**config.mk**
```make
export PLATFORM = sky130hd
export DESIGN_NAME = pcs_sequencer
export DESIGN_NICKNAME = d
export VERILOG_FILES = /design/src/logic/pcs_pkg.sv /design/src/logic/pcs_stack_if.sv /design/src/logic/pcs_slot_mem.sv /design/src/logic/pcs_sequencer.sv
export SDC_FILE = /design/constraint.sdc
export NUM_CORES = 1
export LEC_CHECK = 0
export BUFFER_PORTS_ARGS = -buffer_cell sky130_fd_sc_hd__buf_2
export CORE_ASPECT_RATIO = 0.8
export CORE_UTILIZATION = 59
export CTS_CLUSTER_DIAMETER = 50
export CTS_CLUSTER_SIZE = 28
export DETAILED_ROUTE_END_ITERATION = 8
export PLACE_DENSITY = 0.89
export RECOVER_POWER = 50
export SLEW_MARGIN = 20
export SYNTH_ARGS = -nofsm -noshare
export SYNTH_HDL_FRONTEND = slang
export SYNTH_SLANG_ARGS = --single-unit
```
**constraint.sdc**
```tcl
create_clock -name core_clk -period 4.62 [get_ports core_clk]
set_input_delay 0.924 -clock core_clk [delete_from_list [all_inputs] [get_ports core_clk]]
set_output_delay 0.924 -clock core_clk [all_outputs]
set_load 0.01 [all_outputs]
```
**src/logic/pcs_pkg.sv**
```systemverilog
package pcs_pkg;

  // ----------------------------------------------------------------
  // Variants, widths and reset values
  // ----------------------------------------------------------------
  localparam int VARIANT_2K = 0;
  localparam int VARIANT_4K = 1;
  localparam int VARIANT_6K = 2;
  localparam int VARIANT_8K = 3;
  localparam int TARGET_W = 13;
  localparam int SLOT_COUNT = 5;
  localparam int SAVE_COUNT = 3;
  localparam int SAVE_W_MAX = 6;
  localparam int SP_W = 3;
  localparam logic [SP_W-1:0] SP_EMPTY = 3'h5;
  localparam logic [SP_W-1:0] SP_FAULT_MIN = 3'h6;
  localparam logic [TARGET_W-1:0] PC_RESET = 13'h0000;
  localparam logic [TARGET_W-1:0] CALL_REACH_MAX = 13'h07FF;
  localparam logic [1:0] SAVE_CNT_FULL = 2'h3;

  // ----------------------------------------------------------------
  // Sequencer commands
  // ----------------------------------------------------------------
  typedef enum logic [3:0] {
    CMD_NOP = 4'b0000,
    CMD_STEP = 4'b0001,
    CMD_DIRECT_BRANCH = 4'b0010,
    CMD_INDIRECT_BRANCH = 4'b0011,
    CMD_DIRECT_CALL = 4'b0100,
    CMD_INDIRECT_CALL = 4'b0101,
    CMD_TABLE_FIRST = 4'b0110,
    CMD_TABLE_SECOND = 4'b0111,
    CMD_PUSH_POINTER = 4'b1000,
    CMD_POP_POINTER = 4'b1001,
    CMD_RETURN = 4'b1010,
    CMD_RETURN_SKIP = 4'b1011,
    CMD_INT_ACCEPT = 4'b1100,
    CMD_INT_RETURN = 4'b1101
  } pcs_cmd_type;

  // ----------------------------------------------------------------
  // Width per variant
  // ----------------------------------------------------------------
  function automatic int pc_width(input int variant);
    if (variant == VARIANT_2K) begin
      return 11;
    end else if (variant == VARIANT_4K) begin
      return 12;
    end
    return 13;
  endfunction : pc_width

  function automatic int save_width(input int variant);
    if (variant >= VARIANT_6K) begin
      return 6;
    end
    return 5;
  endfunction : save_width

endpackage : pcs_pkg

```
**src/logic/pcs_stack_if.sv**
```systemverilog
`timescale 1ns/1ps
`default_nettype none

interface pcs_stack_if #(
  parameter int WIDTH = 13
);
  logic write_en;
  logic [pcs_pkg::SP_W-1:0] write_addr;
  logic [WIDTH-1:0] write_data;
  logic [pcs_pkg::SP_W-1:0] read_addr;
  logic [WIDTH-1:0] read_data;

  modport owner (
    output write_en,
    output write_addr,
    output write_data,
    output read_addr,
    input read_data
  );

  modport memory (
    input write_en,
    input write_addr,
    input write_data,
    input read_addr,
    output read_data
  );
endinterface : pcs_stack_if

`default_nettype wire

```
**src/logic/pcs_slot_mem.sv**
```systemverilog
`timescale 1ns/1ps
`default_nettype none

module pcs_slot_mem #(
  parameter int WIDTH = 13
) (
  input wire logic core_clk,
  input wire logic sys_rst,
  pcs_stack_if.memory port
);

  // ----------------------------------------------------------------
  // Five return address slots
  // ----------------------------------------------------------------
  logic [WIDTH-1:0] slots [pcs_pkg::SLOT_COUNT];
  logic [WIDTH-1:0] next_read_data;

  // A write to the slot being read is passed through, so a return right
  // after a push sees the new address without a wasted cycle.
  always_comb begin
    next_read_data = '0;
    if (port.write_en && port.write_addr == port.read_addr) begin
      next_read_data = port.write_data;
    end else if (int'(port.read_addr) < pcs_pkg::SLOT_COUNT) begin
      next_read_data = slots[port.read_addr];
    end
  end

  always_ff @(posedge core_clk or posedge sys_rst) begin
    if (sys_rst) begin
      port.read_data <= '0;
    end else begin
      port.read_data <= next_read_data;
    end
  end

  // Slot contents need no reset; pointers outside the five slots write nothing.
  always_ff @(posedge core_clk) begin
    if (port.write_en && int'(port.write_addr) < pcs_pkg::SLOT_COUNT) begin
      slots[port.write_addr] <= port.write_data;
    end
  end

endmodule : pcs_slot_mem

`default_nettype wire

```
**src/logic/pcs_sequencer.sv**
```systemverilog
`timescale 1ns/1ps
`default_nettype none

module pcs_sequencer #(
  parameter int VARIANT = pcs_pkg::VARIANT_8K
) (
  input wire logic core_clk,
  input wire logic sys_rst,
  input wire logic reset_in_n,
  input wire logic cmd_valid,
  input wire pcs_pkg::pcs_cmd_type cmd,
  input wire logic [pcs_pkg::TARGET_W-1:0] target_addr,
  input wire logic [pcs_pkg::TARGET_W-1:0] address_pointer_reg,
  input wire logic bank_select,
  input wire logic [4:0] status_word_flags,
  input wire logic [3:0] key_input_group_a,
  input wire logic [3:0] key_input_group_b,
  input wire logic watchdog_overflow,
  input wire logic low_voltage_detect,
  output logic [pcs_pkg::TARGET_W-1:0] program_address_counter,
  output logic [3:0] stack_level_pointer,
  output logic [pcs_pkg::TARGET_W-1:0] popped_pointer,
  output logic restore_valid,
  output logic restore_bank,
  output logic [4:0] restore_flags,
  output logic fault_indicator_out_o,
  output logic fault_indicator_out_oe,
  output logic osc_run,
  output logic standby_release
);

  // ----------------------------------------------------------------
  // Widths and helpers
  // ----------------------------------------------------------------
  localparam int PC_W = pcs_pkg::pc_width(VARIANT);
  localparam int SV_W = pcs_pkg::save_width(VARIANT);

  function automatic logic [PC_W-1:0] to_pc(input logic [pcs_pkg::TARGET_W-1:0] a);
    return a[PC_W-1:0];
  endfunction : to_pc

  function automatic logic [pcs_pkg::TARGET_W-1:0] widen(input logic [PC_W-1:0] a);
    logic [pcs_pkg::TARGET_W-1:0] w;
    w = '0;
    w[PC_W-1:0] = a;
    return w;
  endfunction : widen

  pcs_stack_if #(.WIDTH(PC_W)) stk ();

  pcs_slot_mem #(.WIDTH(PC_W)) u_slots (
    .core_clk(core_clk),
    .sys_rst(sys_rst),
    .port(stk.memory)
  );

  // ----------------------------------------------------------------
  // Counter and return stack
  // ----------------------------------------------------------------
  logic [PC_W-1:0] pc;
  logic [PC_W-1:0] next_pc;
  logic [pcs_pkg::SP_W-1:0] sp;
  logic [pcs_pkg::SP_W-1:0] next_sp;
  logic [pcs_pkg::TARGET_W-1:0] next_popped;
  logic go;
  logic push;
  logic pop;

  assign go = cmd_valid && reset_in_n;
  assign stk.read_addr = next_sp;
  assign stk.write_en = push;
  assign stk.write_addr = next_sp;

  always_comb begin
    next_pc = pc;
    next_sp = sp;
    next_popped = popped_pointer;
    push = 1'b0;
    pop = 1'b0;
    stk.write_data = pc + 1'b1;
    if (!reset_in_n) begin
      next_pc = '0;
      next_sp = pcs_pkg::SP_EMPTY;
    end else if (go) begin
      case (cmd)
        pcs_pkg::CMD_STEP: begin
          next_pc = pc + 1'b1;
        end
        pcs_pkg::CMD_DIRECT_BRANCH: begin
          next_pc = to_pc(target_addr);
        end
        pcs_pkg::CMD_INDIRECT_BRANCH: begin
          next_pc = to_pc(address_pointer_reg);
        end
        pcs_pkg::CMD_DIRECT_CALL: begin
          push = 1'b1;
          next_pc = to_pc(target_addr & pcs_pkg::CALL_REACH_MAX);
        end
        pcs_pkg::CMD_INDIRECT_CALL, pcs_pkg::CMD_TABLE_FIRST: begin
          push = 1'b1;
          next_pc = to_pc(address_pointer_reg);
        end
        pcs_pkg::CMD_PUSH_POINTER: begin
          push = 1'b1;
          stk.write_data = to_pc(address_pointer_reg);
        end
        pcs_pkg::CMD_INT_ACCEPT: begin
          push = 1'b1;
          stk.write_data = pc;
          next_pc = to_pc(target_addr);
        end
        pcs_pkg::CMD_POP_POINTER: begin
          pop = 1'b1;
          next_popped = widen(stk.read_data);
        end
        pcs_pkg::CMD_RETURN, pcs_pkg::CMD_TABLE_SECOND, pcs_pkg::CMD_INT_RETURN: begin
          pop = 1'b1;
          next_pc = stk.read_data;
        end
        pcs_pkg::CMD_RETURN_SKIP: begin
          pop = 1'b1;
          next_pc = stk.read_data + 1'b1;
        end
        default: begin
          next_pc = pc;
        end
      endcase
      // The pointer wraps in three bits; landing on six or seven is the fault.
      if (push) begin
        next_sp = sp - 1'b1;
      end else if (pop) begin
        next_sp = sp + 1'b1;
      end
    end
  end

  always_ff @(posedge core_clk or posedge sys_rst) begin
    if (sys_rst) begin
      pc <= '0;
      sp <= pcs_pkg::SP_EMPTY;
      popped_pointer <= '0;
    end else begin
      pc <= next_pc;
      sp <= next_sp;
      popped_pointer <= next_popped;
    end
  end

  assign program_address_counter = widen(pc);
  assign stack_level_pointer = {1'b0, sp};

  // ----------------------------------------------------------------
  // Interrupt save slots
  // ----------------------------------------------------------------
  logic [SV_W-1:0] saves [pcs_pkg::SAVE_COUNT];
  logic [SV_W-1:0] next_saves [pcs_pkg::SAVE_COUNT];
  logic [1:0] save_cnt;
  logic [1:0] next_save_cnt;
  logic [SV_W-1:0] save_word;
  logic [SV_W-1:0] next_restore;
  logic next_restore_valid;
  logic [5:0] restore_word;

  // Small variants have no bank bit, so the bank field drops out of the word.
  assign save_word = SV_W'({bank_select, status_word_flags});

  always_comb begin
    next_saves = saves;
    next_save_cnt = save_cnt;
    next_restore = restore_word[SV_W-1:0];
    next_restore_valid = 1'b0;
    if (!reset_in_n) begin
      next_save_cnt = '0;
    end else if (go && cmd == pcs_pkg::CMD_INT_ACCEPT) begin
      if (save_cnt == pcs_pkg::SAVE_CNT_FULL) begin
        next_saves[0] = saves[1];
        next_saves[1] = saves[2];
        next_saves[2] = save_word;
      end else begin
        next_saves[save_cnt] = save_word;
        next_save_cnt = save_cnt + 1'b1;
      end
    end else if (go && cmd == pcs_pkg::CMD_INT_RETURN && save_cnt != 2'h0) begin
      next_restore = saves[save_cnt - 1'b1];
      next_restore_valid = 1'b1;
      next_save_cnt = save_cnt - 1'b1;
    end
  end

  always_ff @(posedge core_clk or posedge sys_rst) begin
    if (sys_rst) begin
      saves <= '{default: '0};
      save_cnt <= '0;
      restore_word <= '0;
      restore_valid <= 1'b0;
    end else begin
      saves <= next_saves;
      save_cnt <= next_save_cnt;
      restore_word <= 6'(next_restore);
      restore_valid <= next_restore_valid;
    end
  end

  assign restore_bank = (SV_W == pcs_pkg::SAVE_W_MAX) ? restore_word[5] : 1'b0;
  assign restore_flags = restore_word[4:0];

  // ----------------------------------------------------------------
  // Fault, oscillator and standby
  // ----------------------------------------------------------------
  logic next_fault;
  logic next_osc;
  logic next_wake;

  always_comb begin
    next_fault = (next_sp >= pcs_pkg::SP_FAULT_MIN) || watchdog_overflow
      || low_voltage_detect;
    next_osc = reset_in_n;
    next_wake = !(&{key_input_group_a, key_input_group_b});
  end

  // The pin only ever sinks; a high level comes from the board pull-up.
  always_ff @(posedge core_clk or posedge sys_rst) begin
    if (sys_rst) begin
      fault_indicator_out_oe <= 1'b0;
      osc_run <= 1'b0;
      standby_release <= 1'b0;
    end else begin
      fault_indicator_out_oe <= next_fault;
      osc_run <= next_osc;
      standby_release <= next_wake;
    end
  end

  assign fault_indicator_out_o = 1'b0;
endmodule : pcs_sequencer

`default_nettype wire

```
**Word-level counts from Yosys, hierarchy flattened**

Memories as Yosys holds them, arrays and structs flattened.
Index checks and enable logic that the tools add are counted.

- Bits in registers: 72
- Bits in writable memories: 65
- Input port bits: 50
- Word-level logic and storage cells: 103
- Memories: 1

Memories:

| name | depth | width | rd ports | clocked after Yosys merged registers in | write ports | RTL line | source |
|---|---|---|---|---|---|---|---|
| u_slots.slots | 5 | 13 | 1 | 0 | 1 | pcs_slot_mem.sv:15 | `logic [WIDTH-1:0] slots [pcs_pkg::SLOT_COUNT];` |

- Add/sub/neg operators: 6
- $lt $le $gt $ge: 5
- Equal/unequal tests: 18
- Muxes and demuxes: 36
- Bitwise logic cells: 3
- Reductions and logical operators: 21

Operators by type and width:

| operator | count |
|---|---|
| 13-bit two-way mux | 6 |
| 13-bit case mux with 6 select lines | 1 |
| 13-bit by 1-bit adder with 13-bit output, second input constant | 2 |
| 13-bit case mux with 2 select lines | 1 |
| 4-bit equality test, second input constant | 6 |
| 18-bit bitwise mux | 1 |
| 18-bit two-way mux | 1 |
| 6-bit two-way mux | 3 |
| 4-bit by 3-bit equality test with 1-bit output, second input constant | 4 |
| 1-bit two-way mux | 13 |
| 6-bit binary-select mux with 2-bit select | 1 |
| 6-bit demux with 2-bit select | 1 |
| 3-bit two-way mux | 4 |
| 5-bit OR reduction | 2 |
| 3-bit >= comparator, second input constant | 3 |
| 4-bit by 2-bit equality test with 1-bit output, second input constant | 2 |
| 2-bit two-way mux | 4 |
| 8-bit AND reduction | 1 |
| 7-bit by 3-bit inequality test with 1-bit output, second input constant | 1 |
| 1-bit logical AND | 6 |
| 2-bit inverter with 3-bit output | 2 |
| 2-bit AND reduction | 3 |
| 3-bit AND reduction | 2 |
| 3-bit OR reduction | 2 |
| 16 further kinds | 17 |

**Depth between registers and ports, before layout**

- Depth in word-level cells: 13
- Gate-level depth with buffers: 11

**Cells and area by module**

A second synthesis with hierarchy kept.

- Cell total of the unflattened synthesis: 733
- Area total of the unflattened synthesis: 7,524.7 sq um

Modules (own cells, without submodules):

| module | times used | cells an instance | area an instance (sq um) |
|---|---|---|---|
| pcs_sequencer | 1 | 521 | 4,419.2 |
| pcs_slot_mem | 1 | 212 | 3,105.5 |

**Least setup slack after synthesis**

No wires, ideal clock.

- Path type: input-to-reg
- From: input port cmd[2]
- To: memory u_slots.slots[2][0], enable pin
- Setup time: 0.417 ns
- Arrival: 3.544 ns
- Data required time: 4.203 ns
- Path slack: 0.659 ns
- Stages on the path: 8
- Buffers on the path: 2
- Path through: buf_2 > nand3b_2 > a31oi_1 > a311o_1 > a21oi_4 > inv_2 > buf_6 > nor4_1

- Cells in the longest elaborated chain, start to end: 13
- Elaborated cells between the ends (all ways): 28

RTL lines:

| what | RTL line | source |
|---|---|---|
| from (decl) | pcs_sequencer.sv:11 | `input wire pcs_pkg::pcs_cmd_type cmd,` |
| 4-bit equality test or 4-bit by 3-bit equality test with 1-bit output (tied branches) | pcs_sequencer.sv:85 | `case (cmd)` |
| 5-bit OR reduction (no line) | - |  |
| 1-bit two-way mux | pcs_sequencer.sv:85 |  |
| 1-bit two-way mux | pcs_sequencer.sv:84 | `end else if (go) begin` |
| 1-bit two-way mux | pcs_sequencer.sv:81 | `if (!reset_in_n) begin` |
| 3-bit two-way mux | pcs_sequencer.sv:131 | `end else if (pop) begin` |
| 3-bit two-way mux * | pcs_sequencer.sv:129 | `if (push) begin` |
| 3-bit two-way mux * | pcs_sequencer.sv:84 |  |
| 3-bit two-way mux * | pcs_sequencer.sv:81 |  |
| net next_sp, one bit | pcs_sequencer.sv:63 | `logic [pcs_pkg::SP_W-1:0] next_sp;` |
| 3-bit < comparator | pcs_slot_mem.sv:39 | `if (port.write_en && int'(port.write_addr) < pcs_pkg::SLOT_COUNT) begin` |
| 1-bit logical AND | pcs_slot_mem.sv:39 |  |
| 1-bit two-way mux | pcs_slot_mem.sv:39 |  |
| 1-bit two-way mux (implied by the code) | pcs_slot_mem.sv:40 | `slots[port.write_addr] <= port.write_data;` |
| to (decl) | pcs_slot_mem.sv:15 |  |

The timed path passes the listed nets; every way through them passes the cells marked *. The select of a mux whose other input is x is not followed.

**Worst setup path after layout**

- From: input port reset_in_n
- To: memory u_slots.slots[1][12], data pin

- Cells in the longest elaborated chain, start to end: 3

RTL lines:

| what | RTL line | source |
|---|---|---|
| from (decl) | pcs_sequencer.sv:9 | `input wire logic reset_in_n,` |
| 1-bit logical AND | pcs_sequencer.sv:69 | `assign go = cmd_valid && reset_in_n;` |
| 13-bit two-way mux | pcs_sequencer.sv:84 |  |
| 13-bit two-way mux * | pcs_sequencer.sv:81 |  |
| net stk.write_data[12] | pcs_stack_if.sv:9 | `logic [WIDTH-1:0] write_data;` |

The timed path passes the listed nets; every way through them passes the cells marked *.

==> run summary <==
PLACED DESIGN
----------------------------------------------------------------------------
Half-perimeter wire length after placement                          16300 um
Input/output buffers                                                      88
Post-Place Cell Area                                                8110 um2
Routability congestion estimate from global placement                  0.945

PWR
----------------------------------------------------------------------------
Peak ir drop on the vdd network                                     0.304 mV
Power Dens Cells                                                  404 nW/um2
Gate power share                                                       18.5%
Internal power consumption                                           2.39 mW
Pwr Total                                                            3.49 mW
Reported leakage power                                               3.45 nW
Psw                                                                  1.10 mW
Sequential group share of total power                                  42.9%
Switching fraction of total power                                      31.4%
Share of total power in the clock network                              38.6%

OUTCOME
----------------------------------------------------------------------------
Result of the run                                               finished, violations left
Violations in the final reports                                 DRC, capacitance limit, slew limit

TIMING
----------------------------------------------------------------------------
Rel. slew slack                                                       -41.9%
Min Hold Slack                                                      0.504 ns
Maximum achievable frequency                                         281 MHz
Final period utilization                                               76.9%
Final period demand of the worst path                                3.55 ns
Setup repair after global routing missed its margin                       no
Worst Clk Skew                                                     0.0104 ns
Transition time at the pin with the least slew margin                2.13 ns
Final count of negative-setup-slack endpoints                              0
Count of final max-slew check failures                                    37
Summed negative setup slack over all endpoints                          0 ns
Hold Vio Cnt, Final                                                        0

SYNTHESIS
----------------------------------------------------------------------------
Most common cell in the synthesized netlist                     sky130_fd_sc_hd__dfrtp_1
Area of the mapped netlist                                          7560 um2
Mapped Avg Cell Area                                                10.4 um2
Post-synthesis adder-cell area fraction                                1.32%
Synth top area share                                                   25.8%
Cell variety after synth                                                  81
Leading area contributor after synthesis                        sky130_fd_sc_hd__edfxtp_1
Instance count of the mapped netlist                                     726
Fraction of the mapped netlist area in simple logic gates              16.9%
Number of warnings printed during yosys synthesis                          0
Leading post-synthesis cells by cell area                       sky130_fd_sc_hd__edfxtp_1 (26%), sky130_fd_sc_hd__dfrtp_1 (23%), sky130_fd_sc_hd__mux2_2 (3.7%), sky130_fd_sc_hd__nand2_1 (3.4%), sky130_fd_sc_hd__mux2i_1 (2.6%)
Number of synthesized flops with an enable pin                            65
Synth async-reset ratio                                                52.6%
Predominant post-synthesis flop cell                            sky130_fd_sc_hd__dfrtp_1
Sequential cell area fraction in the yosys report                      49.7%
Combinational family with the most area after synthesis         compound AO/OA/AOI/OAI gates
Most frequent cells after synthesis                             sky130_fd_sc_hd__dfrtp_1 (70), sky130_fd_sc_hd__nand2_1 (68), sky130_fd_sc_hd__edfxtp_1 (65)
Compound-Gate Fraction of Synth Area                                   20.4%
Xor-xnor portion of the synthesized cell area                         0.695%
Share of synthesized area spent on multiplexers                        6.57%
Post-synthesis register bit count                                        137

JOB
----------------------------------------------------------------------------
Total of max-cap violations                                                1

FLOORPLANNING
----------------------------------------------------------------------------
Die outline width                                                     129 um
Initial core utilization                                               61.2%
Area of the core                                                   12300 um2
Standard-cell rows                                                        36
Die Y                                                                 103 um
Boundary pin count                                                        91
Die Footprint                                                      13300 um2

DRT
----------------------------------------------------------------------------
Routed length per instance                                           23.2 um
Number of nets still failing antenna checks after routing                  0
Initial DRC Count                                                       1039
Wire length reported by the detailed router                         22900 um
Total number of vias                                                    7003
Number of DRC violations after detailed routing                            1
Number of detailed-route iterations in the first pass                      9
Number of vias per cell after detailed routing                          7.10

GLOBAL ROUTE
----------------------------------------------------------------------------
Antenna violations before repair                                           0
Vias in the first global route                                          6408
Global-route total usage across every layer                            35.7%
Global-route wire length before repair                              34700 um
Pin count of the biggest net entering global routing                      38
Global-route congestion overflow total                                     0

MIN PATH
----------------------------------------------------------------------------
Type of the tightest min-delay check                            flip-flop to flip-flop

FINAL LAYOUT
----------------------------------------------------------------------------
Cell area after layout                                              8620 um2
Final standard cell utilization of the core                            69.9%
Fill count                                                               955
Total inserted antenna cells                                               0
Final Net Count                                                          861
Ratio of cells with drive above 1 in the final layout                  17.3%
Layout overhead on the synthesized area                                14.1%

WORST SETUP PATH
----------------------------------------------------------------------------
Critical path fanouts, max                                                12
CP startpoint kind                                                input port
Crit. End Element                                                  flip-flop
Critical path start-end classification                          input port to flip-flop
Arr. time, crit path                                                 3.66 ns
Worst Path Required                                                  4.73 ns

CLOCK NETWORK
----------------------------------------------------------------------------
Clock buffer count from CTS                                               17
Clock network latency to the later pin of the worst-skew pair        0.44 ns
Largest buffer count on any clock path                                     2
Post-CTS Hold Fix Bufs                                                     0
# resized after CTS                                                        0
CTS tree                                                                 yes
Post-CTS setup buffers                                                     0
Clock root buffer master                                        sky130_fd_sc_hd__clkbuf_16
Clk sink count                                                           137
Clock transition at path regs                                        0.06 ns
Max H-tree Level                                                           4

-- metal layers --
metal	part of all wire, %	GRT usage [%]	vias up	routed length (um)
li1	-	-	2938	-
met1	39	47.8	3375	8920
met2	43	53.6	579	9920
met3	14	12.1	111	3180
met4	3.9	15.1	0	898
met5	0	0	-	0
-- final timing paths --
kind                                    from  slack [ns]  cells past startpoint                          to
max in group asynchronous            sys_rst        1.11                      3  program_address_counter[8]
min reg2reg                popped_pointer[9]        0.50                      1           popped_pointer[9]
max                               reset_in_n        1.07                      6        u_slots.slots[1][12]
min                        popped_pointer[9]        0.50                      1           popped_pointer[9]
min in group asynchronous            sys_rst        0.87                      2               restore_valid
max reg2reg                            sp[0]        1.53                      8         u_slots.slots[4][6]
-- power by group through the flow --
stage                     Combinational (mW)  Sequential, mW  Clock (mW)
after floorplan                        0.431            1.49           0
after global placement                 0.607            1.50           0
after detailed placement               0.640            1.51           0
after CTS                              0.644            1.49        1.35
after global routing                   0.693            1.50        1.40
final                                  0.645            1.49        1.35
-- state kept, by name, summed over array words and instances (netlist names), 2 cells and up --
register                 cells
save_cnt                     2
saves                       18
popped_pointer              13
program_address_counter     13
u_slots.slots               65
u_slots.port.read_data      13
restore_word                 6
sp                           3
-- metrics by stage --
step / std cells / setup slack [ns]
global route: 987 / 0.584
global placement: 955 / 0.922
finish: 987 / 1.07
floorplan: 727 / 0.659
detailed placement: 955 / 0.748
CTS: 987 / 1.17
-- critical path: stages --
cell,delay [ns]
sky130_fd_sc_hd__clkbuf_1,0.40
sky130_fd_sc_hd__nand4bb_1,0.54
sky130_fd_sc_hd__nor2_1,0.71
sky130_fd_sc_hd__buf_4,0.29
sky130_fd_sc_hd__a21oi_1,0.05
sky130_fd_sc_hd__o21ai_0,0.73
-- kinds of logic after synthesis --
logic type	Yosys count
other	1
AO/OA/AOI/OAI	219
buffers and inverters	69
flip-flops	137
XOR/XNOR	6
multiplexers	46
AND/OR/NAND/NOR	240
adder cells (fa/ha/maj)	8
-- cell type report --
cell class	count	area (um2)	area share, %
timing repair buffer	104	498	5.77
clock buffer	17	425	4.93
multi-input combinational	521	3490	40.5
tap	171	214	2.48
clock inverter	15	155	1.80
inverter	22	82.6	0.957
sequential	137	3760	43.6
-- layout by cell type (no fill, tap or decap), types with 4 or more instances in the layout --
master | netlist | layout
sky130_fd_sc_hd__ha_1 | 8 | 8
sky130_fd_sc_hd__and2_1 | 12 | 12
sky130_fd_sc_hd__nand2b_1 | 9 | 9
sky130_fd_sc_hd__nor2b_1 | 11 | 11
sky130_fd_sc_hd__and3_1 | 6 | 6
sky130_fd_sc_hd__nor2_1 | 42 | 42
sky130_fd_sc_hd__a31o_1 | 4 | 4
sky130_fd_sc_hd__nand3_1 | 12 | 12
sky130_fd_sc_hd__nand4_1 | 18 | 18
sky130_fd_sc_hd__buf_4 | 4 | 12
sky130_fd_sc_hd__inv_1 | 19 | 19
sky130_fd_sc_hd__o211ai_1 | 11 | 11
sky130_fd_sc_hd__edfxtp_1 | 65 | 65
sky130_fd_sc_hd__a21o_1 | 4 | 4
sky130_fd_sc_hd__a221o_1 | 10 | 10
sky130_fd_sc_hd__mux2_2 | 25 | 25
sky130_fd_sc_hd__o221ai_1 | 4 | 4
sky130_fd_sc_hd__buf_2 | 17 | 50
sky130_fd_sc_hd__or3_1 | 5 | 5
sky130_fd_sc_hd__a21oi_1 | 36 | 36
sky130_fd_sc_hd__mux2i_1 | 20 | 20
sky130_fd_sc_hd__a2bb2oi_1 | 7 | 7
sky130_fd_sc_hd__nor3_1 | 22 | 23
sky130_fd_sc_hd__a211oi_1 | 9 | 9
sky130_fd_sc_hd__o22ai_1 | 4 | 4
sky130_fd_sc_hd__o21ai_0 | 38 | 38
sky130_fd_sc_hd__a221oi_1 | 7 | 7
sky130_fd_sc_hd__inv_6 | 0 | 4
sky130_fd_sc_hd__and4_1 | 4 | 4
sky130_fd_sc_hd__dfrtp_1 | 70 | 70
sky130_fd_sc_hd__a22oi_1 | 23 | 23
sky130_fd_sc_hd__nor4b_1 | 8 | 8
sky130_fd_sc_hd__nand2_1 | 68 | 68
sky130_fd_sc_hd__clkbuf_1 | 20 | 42
sky130_fd_sc_hd__clkbuf_16 | 0 | 17
sky130_fd_sc_hd__inv_8 | 0 | 5
sky130_fd_sc_hd__a311oi_1 | 5 | 5
sky130_fd_sc_hd__a31oi_1 | 22 | 22
Power figures use the tool's default switching activity.
